File: src/hdl/cca_defs.svh
`ifndef CCA_DEFS_SVH
`define CCA_DEFS_SVH
// Register byte addresses (one aligned word each)
`define CCA_A_CNT_LO    12'h000
`define CCA_A_CNT_HI    12'h004
`define CCA_A_MODE      12'h008
`define CCA_A_CTRL      12'h00C
`define CCA_A_IRQEN     12'h010
`define CCA_A_MMODE0    12'h020
`define CCA_A_MLO0      12'h040
`define CCA_A_MHI0      12'h060
`define CCA_A_STRIDE    12'h004
// Mode register fields
`define CCA_MD_OVF      0
`define CCA_MD_OVFIE    1
`define CCA_MD_TB_LO    2
`define CCA_MD_TB_HI    4
`define CCA_MD_GUARD    5
`define CCA_MD_IDLE     7
// Control register fields
`define CCA_CN_RUN      6
`define CCA_CN_OVF      7
// Module mode register fields
`define CCA_MM_IRQ      0
`define CCA_MM_PWM      1
`define CCA_MM_TOG      2
`define CCA_MM_MAT      3
`define CCA_MM_FALL     4
`define CCA_MM_RISE     5
`define CCA_MM_CMP      6
`define CCA_MM_WIDE     7
// Reset values
`define CCA_MODE_RST    8'h20
`define CCA_ZERO8       8'h00
`define CCA_ZERO16      16'h0000
`define CCA_ONES16      16'hFFFF
// Prescale counts
`define CCA_DIV12       4'hB
`define CCA_DIV4        4'h3
`define CCA_DIV8        3'h7
`define CCA_GUARD_MOD   4
`endif

File: src/hdl/cca_pkg.sv
package cca_pkg;
	typedef enum logic [2:0] {
		CCA_TB_DIV12,
		CCA_TB_DIV4,
		CCA_TB_T0OVF,
		CCA_TB_EXTIN,
		CCA_TB_SYS,
		CCA_TB_OSC8
	} cca_tb_t;
	typedef enum {
		CCA_M_OFF,
		CCA_M_CAPTURE,
		CCA_M_SWTIMER,
		CCA_M_HSOUT,
		CCA_M_FREQ,
		CCA_M_PWM8,
		CCA_M_PWM16
	} cca_mode_t;
endpackage

File: src/hdl/cca_edge.sv
`timescale 1ns/1ps
`default_nettype none
// Two-stage synchroniser plus a qualifier that accepts a level only once it
// has stood for two clocks, so one-cycle glitches never form an edge.
module cca_edge (
	input  wire logic sys_clk,
	input  wire logic sys_rst,
	input  wire logic raw_in,
	output logic      rise_p,
	output logic      fall_p
);
	logic s1_q;
	logic s2_q;
	logic s3_q;
	logic lvl_q;

	always_ff @(posedge sys_clk or posedge sys_rst) begin
		if (sys_rst) begin
			s1_q  <= 1'b0;
			s2_q  <= 1'b0;
			s3_q  <= 1'b0;
			lvl_q <= 1'b0;
		end else begin
			s1_q <= raw_in;
			s2_q <= s1_q;
			s3_q <= s2_q;
			if (s2_q == s3_q)
				lvl_q <= s3_q;
		end
	end

	assign rise_p = (s2_q == s3_q) && s3_q && !lvl_q;
	assign fall_p = (s2_q == s3_q) && !s3_q && lvl_q;
endmodule // cca_edge
`default_nettype wire

File: src/hdl/cca_tick.sv
`timescale 1ns/1ps
`default_nettype none
`include "cca_defs.svh"
// Timebase selector producing one count-enable pulse per counter step.
module cca_tick (
	input  wire logic            sys_clk,
	input  wire logic            sys_rst,
	input  wire cca_pkg::cca_tb_t sel,
	input  wire logic            t0_ovf,
	input  wire logic            ext_fall,
	input  wire logic            osc_div8,
	output logic                 tick
);
	logic [3:0] pre_q;
	logic       o1_q;
	logic       o2_q;
	logic       o3_q;

	always_ff @(posedge sys_clk or posedge sys_rst) begin
		if (sys_rst)
			pre_q <= 4'h0;
		else if ((sel == cca_pkg::CCA_TB_DIV12 && pre_q == `CCA_DIV12) ||
			 (sel == cca_pkg::CCA_TB_DIV4 && pre_q >= `CCA_DIV4))
			pre_q <= 4'h0;
		else
			pre_q <= pre_q + 4'h1;
	end

	// Oscillator/8 level is resynchronised; its rising edge counts
	always_ff @(posedge sys_clk or posedge sys_rst) begin
		if (sys_rst) begin
			o1_q <= 1'b0;
			o2_q <= 1'b0;
			o3_q <= 1'b0;
		end else begin
			o1_q <= osc_div8;
			o2_q <= o1_q;
			o3_q <= o2_q;
		end
	end

	always_comb begin
		unique case (sel)
			cca_pkg::CCA_TB_DIV12: tick = (pre_q == `CCA_DIV12);
			cca_pkg::CCA_TB_DIV4:  tick = (pre_q >= `CCA_DIV4);
			cca_pkg::CCA_TB_T0OVF: tick = t0_ovf;
			cca_pkg::CCA_TB_EXTIN: tick = ext_fall;
			cca_pkg::CCA_TB_SYS:   tick = 1'b1;
			cca_pkg::CCA_TB_OSC8:  tick = o2_q && !o3_q;
			default:               tick = 1'b0;
		endcase
	end
endmodule // cca_tick
`default_nettype wire

File: src/hdl/cca_top.sv
// Operation
// - 16-bit counter, low read snapshots high
// - Counter reads never disturb counting
// - Timebase select picks increment source
// - External input counts on falling edges
// - Oscillator/8 timebase resynchronised to clock
// - Wrap sets overflow flag, gated interrupt
// - Overflow flag cleared only by software
// - Interrupts need global and group enables
// - Idle suspend clear: count during idle
// - Five 16-bit modules, each with line
// - Capture edge chosen by rise/fall bits
// - Mode bits select output and PWM modes
// - Module enable gates flag interrupt request
// - Capture copies counter into module value
// - Capture sets module flag, software clears
// - Input pulses under two clocks ignored
// - Software timer match sets module flag
// - Software timer: compare and match set
// - Low write clears, high write sets compare
// - Module 4 guard timer active after reset
//
// Implementation choices: register access over APB and the address map.
`timescale 1ns/1ps
`default_nettype none
`include "cca_defs.svh"
module cca_top #(
	parameter int NMOD = 5
) (
	input  wire logic             sys_clk,
	input  wire logic             sys_rst,
	input  wire logic             psel,
	input  wire logic             penable,
	input  wire logic             pwrite,
	input  wire logic [11:0]      paddr,
	input  wire logic [31:0]      pwdata,
	output logic                  pready,
	output logic [31:0]           prdata,
	output logic                  pslverr,
	input  wire logic             global_irq_enable,
	input  wire logic             array_group_irq_enable,
	input  wire logic             cpu_idle,
	input  wire logic             t0_ovf,
	input  wire logic             ext_count_input,
	input  wire logic             osc_div8,
	input  wire logic [NMOD-1:0]  module_io_in,
	output logic [NMOD-1:0]       module_io_line,
	output logic                  irq,
	output logic                  guard_reset
);
	logic [15:0]       cnt_q;
	logic [7:0]        snap_q;
	logic              ovf_q;
	logic              ovf_ie_q;
	logic [2:0]        tb_q;
	logic              idle_sus_q;
	logic              guard_q;
	logic              run_q;
	logic [NMOD-1:0]   mflag_q;
	logic [7:0]        mmode_q [NMOD];
	logic [15:0]       mval_q  [NMOD];
	logic [NMOD-1:0]   out_q;
	logic [NMOD-1:0]   rise_p;
	logic [NMOD-1:0]   fall_p;
	logic              ext_fall;
	logic              tick;
	logic              step;
	logic              wrap;
	logic              wr;
	logic              rd;
	logic [31:0]       rdata_d;
	logic              hit_d;
	logic              ovf_req;
	logic              mod_req;

	// Writes land in the access cycle; reads are sampled in setup so prdata is a flop
	assign wr = psel && penable && pwrite;
	assign rd = psel && !penable && !pwrite;

	function automatic cca_pkg::cca_mode_t mode_of(input logic [7:0] m);
		if (!m[`CCA_MM_MAT] && !m[`CCA_MM_TOG] && !m[`CCA_MM_PWM] &&
		    (m[`CCA_MM_RISE] || m[`CCA_MM_FALL]))
			return cca_pkg::CCA_M_CAPTURE;
		if (!m[`CCA_MM_CMP])
			return cca_pkg::CCA_M_OFF;
		if (m[`CCA_MM_TOG] && m[`CCA_MM_PWM])
			return cca_pkg::CCA_M_FREQ;
		if (m[`CCA_MM_PWM])
			return m[`CCA_MM_WIDE] ? cca_pkg::CCA_M_PWM16 : cca_pkg::CCA_M_PWM8;
		if (m[`CCA_MM_MAT])
			return m[`CCA_MM_TOG] ? cca_pkg::CCA_M_HSOUT : cca_pkg::CCA_M_SWTIMER;
		return cca_pkg::CCA_M_OFF;
	endfunction

	// Address is an argument: a continuous assignment only wakes on its operands
	function automatic logic at(input logic [11:0] ad, input logic [11:0] base,
		input int i);
		return ad == base + 12'(i * 4);
	endfunction

	cca_edge u_eci (
		.sys_clk (sys_clk),
		.sys_rst (sys_rst),
		.raw_in  (ext_count_input),
		.rise_p  (),
		.fall_p  (ext_fall)
	);

	cca_tick u_tick (
		.sys_clk  (sys_clk),
		.sys_rst  (sys_rst),
		.sel      (cca_pkg::cca_tb_t'(tb_q)),
		.t0_ovf   (t0_ovf),
		.ext_fall (ext_fall),
		.osc_div8 (osc_div8),
		.tick     (tick)
	);

	// Guard timer forces the counter on; idle suspend gates it
	assign step = tick && (run_q || guard_q) && !(idle_sus_q && cpu_idle);
	// Wrap follows a step, so a software load of all ones raises no flag
	assign wrap = step && cnt_q == `CCA_ONES16;

	// Count writes are refused while the guard runs
	always_ff @(posedge sys_clk or posedge sys_rst) begin
		if (sys_rst)
			cnt_q <= `CCA_ZERO16;
		else if (wr && !guard_q && paddr == `CCA_A_CNT_LO)
			cnt_q <= {cnt_q[15:8], pwdata[7:0]};
		else if (wr && !guard_q && paddr == `CCA_A_CNT_HI)
			cnt_q <= {pwdata[7:0], cnt_q[7:0]};
		else if (step)
			cnt_q <= cnt_q + 16'h0001;
	end

	// Read strobe marks the setup cycle, when the low byte is sampled too, so a
	// carry between the two byte reads cannot tear the 16-bit value
	always_ff @(posedge sys_clk or posedge sys_rst) begin
		if (sys_rst)
			snap_q <= `CCA_ZERO8;
		else if (rd && paddr == `CCA_A_CNT_LO)
			snap_q <= cnt_q[15:8];
	end

	// Mode register; timebase and idle bits freeze while guard runs
	always_ff @(posedge sys_clk or posedge sys_rst) begin
		if (sys_rst) begin
			ovf_ie_q   <= 1'b0;
			tb_q       <= 3'h0;
			idle_sus_q <= 1'b0;
			guard_q    <= 1'(`CCA_MODE_RST >> `CCA_MD_GUARD);
			run_q      <= 1'b0;
		end else if (wr && paddr == `CCA_A_MODE) begin
			ovf_ie_q <= pwdata[`CCA_MD_OVFIE];
			guard_q  <= pwdata[`CCA_MD_GUARD];
			if (!guard_q) begin
				tb_q       <= pwdata[`CCA_MD_TB_HI:`CCA_MD_TB_LO];
				idle_sus_q <= pwdata[`CCA_MD_IDLE];
			end
		end else if (wr && paddr == `CCA_A_CTRL) begin
			run_q <= pwdata[`CCA_CN_RUN];
		end
	end

	// Set wins over a simultaneous software clear
	always_ff @(posedge sys_clk or posedge sys_rst) begin
		if (sys_rst)
			ovf_q <= 1'b0;
		else if (wrap)
			ovf_q <= 1'b1;
		else if (wr && (paddr == `CCA_A_MODE || paddr == `CCA_A_CTRL))
			ovf_q <= paddr == `CCA_A_MODE ? pwdata[`CCA_MD_OVF]
				: pwdata[`CCA_CN_OVF];
	end

	// One capture/compare unit per module line
	genvar g;
	generate
		for (g = 0; g < NMOD; g++) begin : g_mod
			cca_pkg::cca_mode_t md;
			logic               cap;
			logic               match;
			logic               lo_match;
			logic               lo_wr;
			logic               hi_wr;
			logic               guard_mod;

			assign guard_mod = guard_q && g == `CCA_GUARD_MOD;
			assign md = mode_of(mmode_q[g]);
			assign cap = md == cca_pkg::CCA_M_CAPTURE &&
				((mmode_q[g][`CCA_MM_RISE] && rise_p[g]) ||
				 (mmode_q[g][`CCA_MM_FALL] && fall_p[g]));
			assign match = step && cnt_q == mval_q[g];
			assign lo_match = step && cnt_q[7:0] == mval_q[g][7:0];
			assign lo_wr = wr && at(paddr, `CCA_A_MLO0, g);
			assign hi_wr = wr && at(paddr, `CCA_A_MHI0, g);

			cca_edge u_cex (
				.sys_clk (sys_clk),
				.sys_rst (sys_rst),
				.raw_in  (module_io_in[g]),
				.rise_p  (rise_p[g]),
				.fall_p  (fall_p[g])
			);

			always_ff @(posedge sys_clk or posedge sys_rst) begin
				if (sys_rst)
					mmode_q[g] <= `CCA_ZERO8;
				else if (lo_wr)
					mmode_q[g][`CCA_MM_CMP] <= 1'b0;
				else if (hi_wr)
					mmode_q[g][`CCA_MM_CMP] <= 1'b1;
				else if (wr && at(paddr, `CCA_A_MMODE0, g) && !guard_mod)
					mmode_q[g] <= pwdata[7:0];
			end

			always_ff @(posedge sys_clk or posedge sys_rst) begin
				if (sys_rst)
					mval_q[g] <= `CCA_ZERO16;
				// Guard refresh: high byte reloads with count high plus the offset
				else if (hi_wr && guard_mod)
					mval_q[g][15:8] <= cnt_q[15:8] + mval_q[g][7:0];
				else if (lo_wr)
					mval_q[g][7:0] <= pwdata[7:0];
				else if (hi_wr)
					mval_q[g][15:8] <= pwdata[7:0];
				else if (cap)
					mval_q[g] <= cnt_q;
				else if (md == cca_pkg::CCA_M_FREQ && lo_match)
					mval_q[g][7:0] <= mval_q[g][7:0] + mval_q[g][15:8];
				else if (md == cca_pkg::CCA_M_PWM8 && step && cnt_q[7:0] == 8'hFF)
					mval_q[g][7:0] <= mval_q[g][15:8];
			end

			// Flag: hardware set outranks a software clear in the same cycle
			always_ff @(posedge sys_clk or posedge sys_rst) begin
				if (sys_rst)
					mflag_q[g] <= 1'b0;
				else if (cap || (!guard_mod && match && mmode_q[g][`CCA_MM_MAT] &&
					 mmode_q[g][`CCA_MM_CMP]))
					mflag_q[g] <= 1'b1;
				else if (wr && paddr == `CCA_A_CTRL)
					mflag_q[g] <= pwdata[g];
			end

			always_ff @(posedge sys_clk or posedge sys_rst) begin
				if (sys_rst)
					out_q[g] <= 1'b0;
				else if (guard_mod)
					out_q[g] <= 1'b0;
				else if ((md == cca_pkg::CCA_M_HSOUT && match) ||
					 (md == cca_pkg::CCA_M_FREQ && lo_match))
					out_q[g] <= !out_q[g];
				else if (md == cca_pkg::CCA_M_PWM8)
					out_q[g] <= (step && cnt_q[7:0] == 8'hFF) ? 1'b0 :
						(lo_match ? 1'b1 : out_q[g]);
				else if (md == cca_pkg::CCA_M_PWM16)
					out_q[g] <= wrap ? 1'b0 : (match ? 1'b1 : out_q[g]);
				else if (!mmode_q[g][`CCA_MM_CMP] && mmode_q[g][`CCA_MM_PWM])
					out_q[g] <= 1'b0;
			end
		end
	endgenerate

	always_ff @(posedge sys_clk or posedge sys_rst) begin
		if (sys_rst)
			module_io_line <= '0;
		else
			module_io_line <= out_q;
	end

	// Guard reset: high-byte match at a low-byte wrap, or forced by writing flag
	always_ff @(posedge sys_clk or posedge sys_rst) begin
		if (sys_rst)
			guard_reset <= 1'b0;
		else
			guard_reset <= guard_q &&
				((step && cnt_q[7:0] == 8'hFF &&
				  cnt_q[15:8] == mval_q[`CCA_GUARD_MOD][15:8]) ||
				 (wr && paddr == `CCA_A_CTRL && pwdata[`CCA_GUARD_MOD]));
	end

	logic [NMOD-1:0] ien;
	always_comb begin
		for (int i = 0; i < NMOD; i++)
			ien[i] = mmode_q[i][`CCA_MM_IRQ];
	end
	assign ovf_req = ovf_q && ovf_ie_q;
	assign mod_req = |(mflag_q & ien);

	always_ff @(posedge sys_clk or posedge sys_rst) begin
		if (sys_rst)
			irq <= 1'b0;
		else
			irq <= global_irq_enable && array_group_irq_enable &&
				(ovf_req || mod_req);
	end

	// Unused register bits read as zero
	always_comb begin
		rdata_d = 32'h0000_0000;
		hit_d   = 1'b1;
		if (paddr == `CCA_A_CNT_LO)
			rdata_d[7:0] = cnt_q[7:0];
		else if (paddr == `CCA_A_CNT_HI)
			rdata_d[7:0] = snap_q;
		else if (paddr == `CCA_A_MODE)
			rdata_d[7:0] = {idle_sus_q, 1'b0, guard_q, tb_q, ovf_ie_q, ovf_q};
		else if (paddr == `CCA_A_CTRL)
			rdata_d[7:0] = {ovf_q, run_q, 1'b0, 5'(mflag_q)};
		else begin
			hit_d = 1'b0;
			for (int i = 0; i < NMOD; i++) begin
				if (at(paddr, `CCA_A_MMODE0, i)) begin
					rdata_d[7:0] = mmode_q[i];
					hit_d = 1'b1;
				end
				if (at(paddr, `CCA_A_MLO0, i)) begin
					rdata_d[7:0] = mval_q[i][7:0];
					hit_d = 1'b1;
				end
				if (at(paddr, `CCA_A_MHI0, i)) begin
					rdata_d[7:0] = mval_q[i][15:8];
					hit_d = 1'b1;
				end
			end
		end
	end

	// Answer registered in the setup cycle so pready/prdata are flops
	always_ff @(posedge sys_clk or posedge sys_rst) begin
		if (sys_rst) begin
			pready  <= 1'b0;
			prdata  <= 32'h0000_0000;
			pslverr <= 1'b0;
		end else begin
			pready  <= psel && !penable;
			prdata  <= rd ? rdata_d : 32'h0000_0000;
			pslverr <= psel && !penable && !hit_d;
		end
	end
endmodule // cca_top
`default_nettype wire

File: config.mk
export PLATFORM = sky130hd
export DESIGN_NAME = cca_top
export DESIGN_NICKNAME = d
export VERILOG_FILES = /design/src/hdl/cca_pkg.sv /design/src/hdl/cca_edge.sv /design/src/hdl/cca_tick.sv /design/src/hdl/cca_top.sv
export VERILOG_INCLUDE_DIRS = /design/src /design/src/hdl
export SDC_FILE = /design/constraint.sdc
export NUM_CORES = 1
export LEC_CHECK = 0
export BUFFER_PORTS_ARGS = -buffer_cell sky130_fd_sc_hd__buf_4
export CAP_MARGIN = 30
export CORE_ASPECT_RATIO = 1.4
export CORE_MARGIN = 2
export CORE_UTILIZATION = 35
export CTS_BUF_LIST = sky130_fd_sc_hd__clkbuf_16
export DETAILED_ROUTE_END_ITERATION = 10
export PLACE_DENSITY = 0.48
export SYNTH_ARGS = -nofsm -noshare
export SYNTH_HDL_FRONTEND = slang
export SYNTH_SLANG_ARGS = --single-unit
File: constraint.sdc
create_clock -name sys_clk -period 10 [get_ports sys_clk]
set_clock_uncertainty 0.2 [all_clocks]
set_input_delay 2 -clock sys_clk [delete_from_list [all_inputs] [get_ports sys_clk]]
set_output_delay 2 -clock sys_clk [all_outputs]
set_load 0.1 [all_outputs]
==> impl_metrics.tcl <==
set metrics [dict create \
    status "finished clean" \
    p_per_area_mw_per_mm2 120 \
    synthTopCellsByArea "dfrtp_1 35%, xnor2_1 5.4%, mux2i_1 5.0%, a21oi_1 4.6%, ha_1 4.6%" \
    wl_per_cell_um 26.6 \
    crit_chain "buf_4 > nor4_2 > nand2_1 > nor2_2 > nand3_1 > o22ai_1 > a2111oi_0 > a2111oi_0 > nor4_1 > o221a_1" \
    fin_tns_setup_ns 0 \
    ys_ff_latch 210 \
    worstSetupEndpoint "prdata[6]" \
    dieWidth_um 179 \
    place_congestion 0.960 \
    max_clock_freq_mhz 196 \
    crit_type "in2reg" \
    r2r-end "mval_q[17]" \
    antenna_found_initial 3 \
    io_buffer_count 52 \
    syn_area_sq_mm 0.0150 \
    clock_sinks 210 \
    finalCriticalPeriod_ns 5.10 \
    dp_hpwl_um 43200 \
    crit_path_frequent_cell "a2111oi_0" \
    drv_cap 0 \
    r2r_cells 8 \
    synth-seq-area-share_pct 35.1 \
    crit_family "simple AND/OR/NAND/NOR gates" \
    path_clk_slew_ns 0.06 \
    avgViaCountPerCell 5.95 \
    cp.depth 10 \
    via_count 13657 \
    crit_path_start_kind "input pin" \
    cp.arrival_ns 5.33 \
    tritoncts "built" \
    reg2reg_setup_slack_ns 5.89 \
    initialDrtViolationCount 1024 \
    slew_headroom_pct 30.0 \
    synthArstFlopShare_pct 100 \
    drt_wl_total_um 61100 \
    ios 101 \
    firstDrtPassIters 5 \
    finalHoldViolCount 0 \
    worstPathBufferInverterCount 1 \
    clk_path_buf_depth 3 \
    timing.hold.ws_ns 0.152 \
    hold_path_class "reg2reg" \
    setup_viol 0 \
    synth_flop_cell "dfrtp_1" \
    chipHeight_um 249 \
    setup.worst_path.start "paddr[9]" \
    instances_no_fill 2296 \
    ant_nets 0 \
    area_growth_pct 11.1 \
    drive_gt1_share_pct 11.8 \
    ys_warn_count 0 \
    synthCells 1725 \
    dp_cells 2249 \
    crit_required_ns 10.22 \
    synth.most_common_cell "dfrtp_1" \
    postCtsSetupBuffers 0 \
    final_cell_area_sq_mm 0.0166 \
    initial_core_util_pct 35.5 \
    worstMarginPinSlew_ns 1.05 \
    multi_input_comb_area_sq_mm 0.00897 \
    rsz0062_at_grt "false" \
    grt_max_degree 78 \
    peakVddDrop_mv 0.123 \
    holdBufCountCts 0 \
    ctsResizeCount 0 \
    htreeDepth 1 \
    fin_crit_sh_pct 51.0 \
    die_area_sq_mm 0.0445 \
    netlist.top_cell.by_area "dfrtp_1" \
    post_dp_cell_area_sq_mm 0.0158 \
    synth_edf_count 0 \
    synth_top_area_share_pct 34.9 \
    ys_types 90 \
    fin_nets 1853 \
    p_leak_nw 6.84 \
    grt_usage_pct 27.6 \
    synth_common_cells "209 x dfrtp_1, 159 x nand2_1, 159 x nor2_1" \
    synth.avg_cell_area_sq_um 8.69 \
    grt_first_pass_wirelength_um 91000 \
    report.final.slew_viol_count 0 \
    core_area_sq_mm 0.0422 \
    cts_root_buf "clkbuf_16" \
    fillCellCount 4294 \
    r2r_start "g_mod[4].guard_mod" \
    numCtsBuffers 25 \
    grt_overflow 0 \
    drc 0 \
    worst-path-max-fanout 13 \
    critPathCaptureType "register" \
    clk_latency_ns 0.55 \
    cp_slowest_cell "a2111oi_0" \
    grt_pass1_vias 13536 \
    seq_area_sq_mm 0.00526 \
    rows 89 \
    cp_slowest_stage_delay_ns 0.81 \
]
worst min path at each step:
| stage | start | end | slack [ns] | depth (start not counted) |
|---|---|---|---|---|
| after floorplan | g_mod[0].u_cex.s1_q | g_mod[0].u_cex.s2_q | 0.13 | 0 |
| after global placement | g_mod[4].u_cex.s1_q | g_mod[4].u_cex.s2_q | 0.13 | 0 |
| after detailed placement | u_eci.s1_q | u_eci.s2_q | 0.14 | 0 |
| after CTS | u_eci.s1_q | u_eci.s2_q | 0.15 | 0 |
| after global routing | u_tick.o1_q | u_tick.o2_q | 0.15 | 0 |
| final | u_tick.o1_q | u_tick.o2_q | 0.15 | 0 |
layer usage:
metal	up-vias	global-route usage [%]	routed length, um
met5	-	0	0
met4	0	15.0	3860
met3	177	4.84	4230
met2	552	44.5	28600
met1	6710	34.8	24400
li1	6218	-	-
sequential cells by signal, summed over array words and instances (netlist names), 4 cells and up:
register / count
mval_q: 80
prdata: 8
snap_q: 8
mmode_q: 35
ien: 5
g_mod.u_cex.s1_q: 5
g_mod.u_cex.s3_q: 5
module_io_line: 5
mflag_q: 5
cnt_q: 16
u_tick.pre_q: 4
g_mod.u_cex.lvl_q: 5
out_q: 5
g_mod.u_cex.s2_q: 5
where the power goes:
part | total (W) | switching, W | internal [W]
Sequential | 0.000879 | 0.0000136 | 0.000865
Clock | 0.000953 | 0.000397 | 0.000557
Combinational | 0.000166 | 0.000130 | 0.0000366
Total | 0.00200 | 0.000540 | 0.00146
cell families (layout without fill, tap and decap cells):
kind of cell / Yosys count / count (layout) / share of synthesized area [%]
fa+ha+maj: 61 / 61 / 5.39
xor+xnor: 123 / 123 / 7.19
mux: 117 / 117 / 8.17
flops: 210 / 210 / 35.1
buf+inv: 189 / 190 / 5.59
simple gates: 548 / 548 / 17.9
compound gates: 476 / 476 / 20.7
other cells: 1 / 25 / 0.0250
per-stage QoR:
step | total power [W] | worst slack (ns) | util [%]
floorplan | 0.00101 | 2.06 | -
global placement | 0.00106 | 4.34 | 37.3
detailed placement | 0.00106 | 4.39 | 37.4
CTS | 0.00202 | 4.97 | 39.3
global route | 0.00207 | 4.69 | 39.4
finish | 0.00200 | 4.90 | 39.4
area by class of cell:
class,instances,share of cell area [%]
multi-input combinational,1349,53.9
inverter,61,1.42
timing repair buffer,85,3.98
antenna,1,0.0150
clock buffer,25,3.76
sequential,210,31.6
clock inverter,19,1.20
tap,546,4.11
placed cells by master, fill, tap and decap left out, drive strengths merged, types with 55 or more instances in the layout:
cell type and instances:
a21oi 143, buf 85, dfrtp 209, ha 55
inv 66, mux2i 75, nand2 160, nor2 165
o21ai 113, xnor2 92
(Power assumes the default switching activity.)
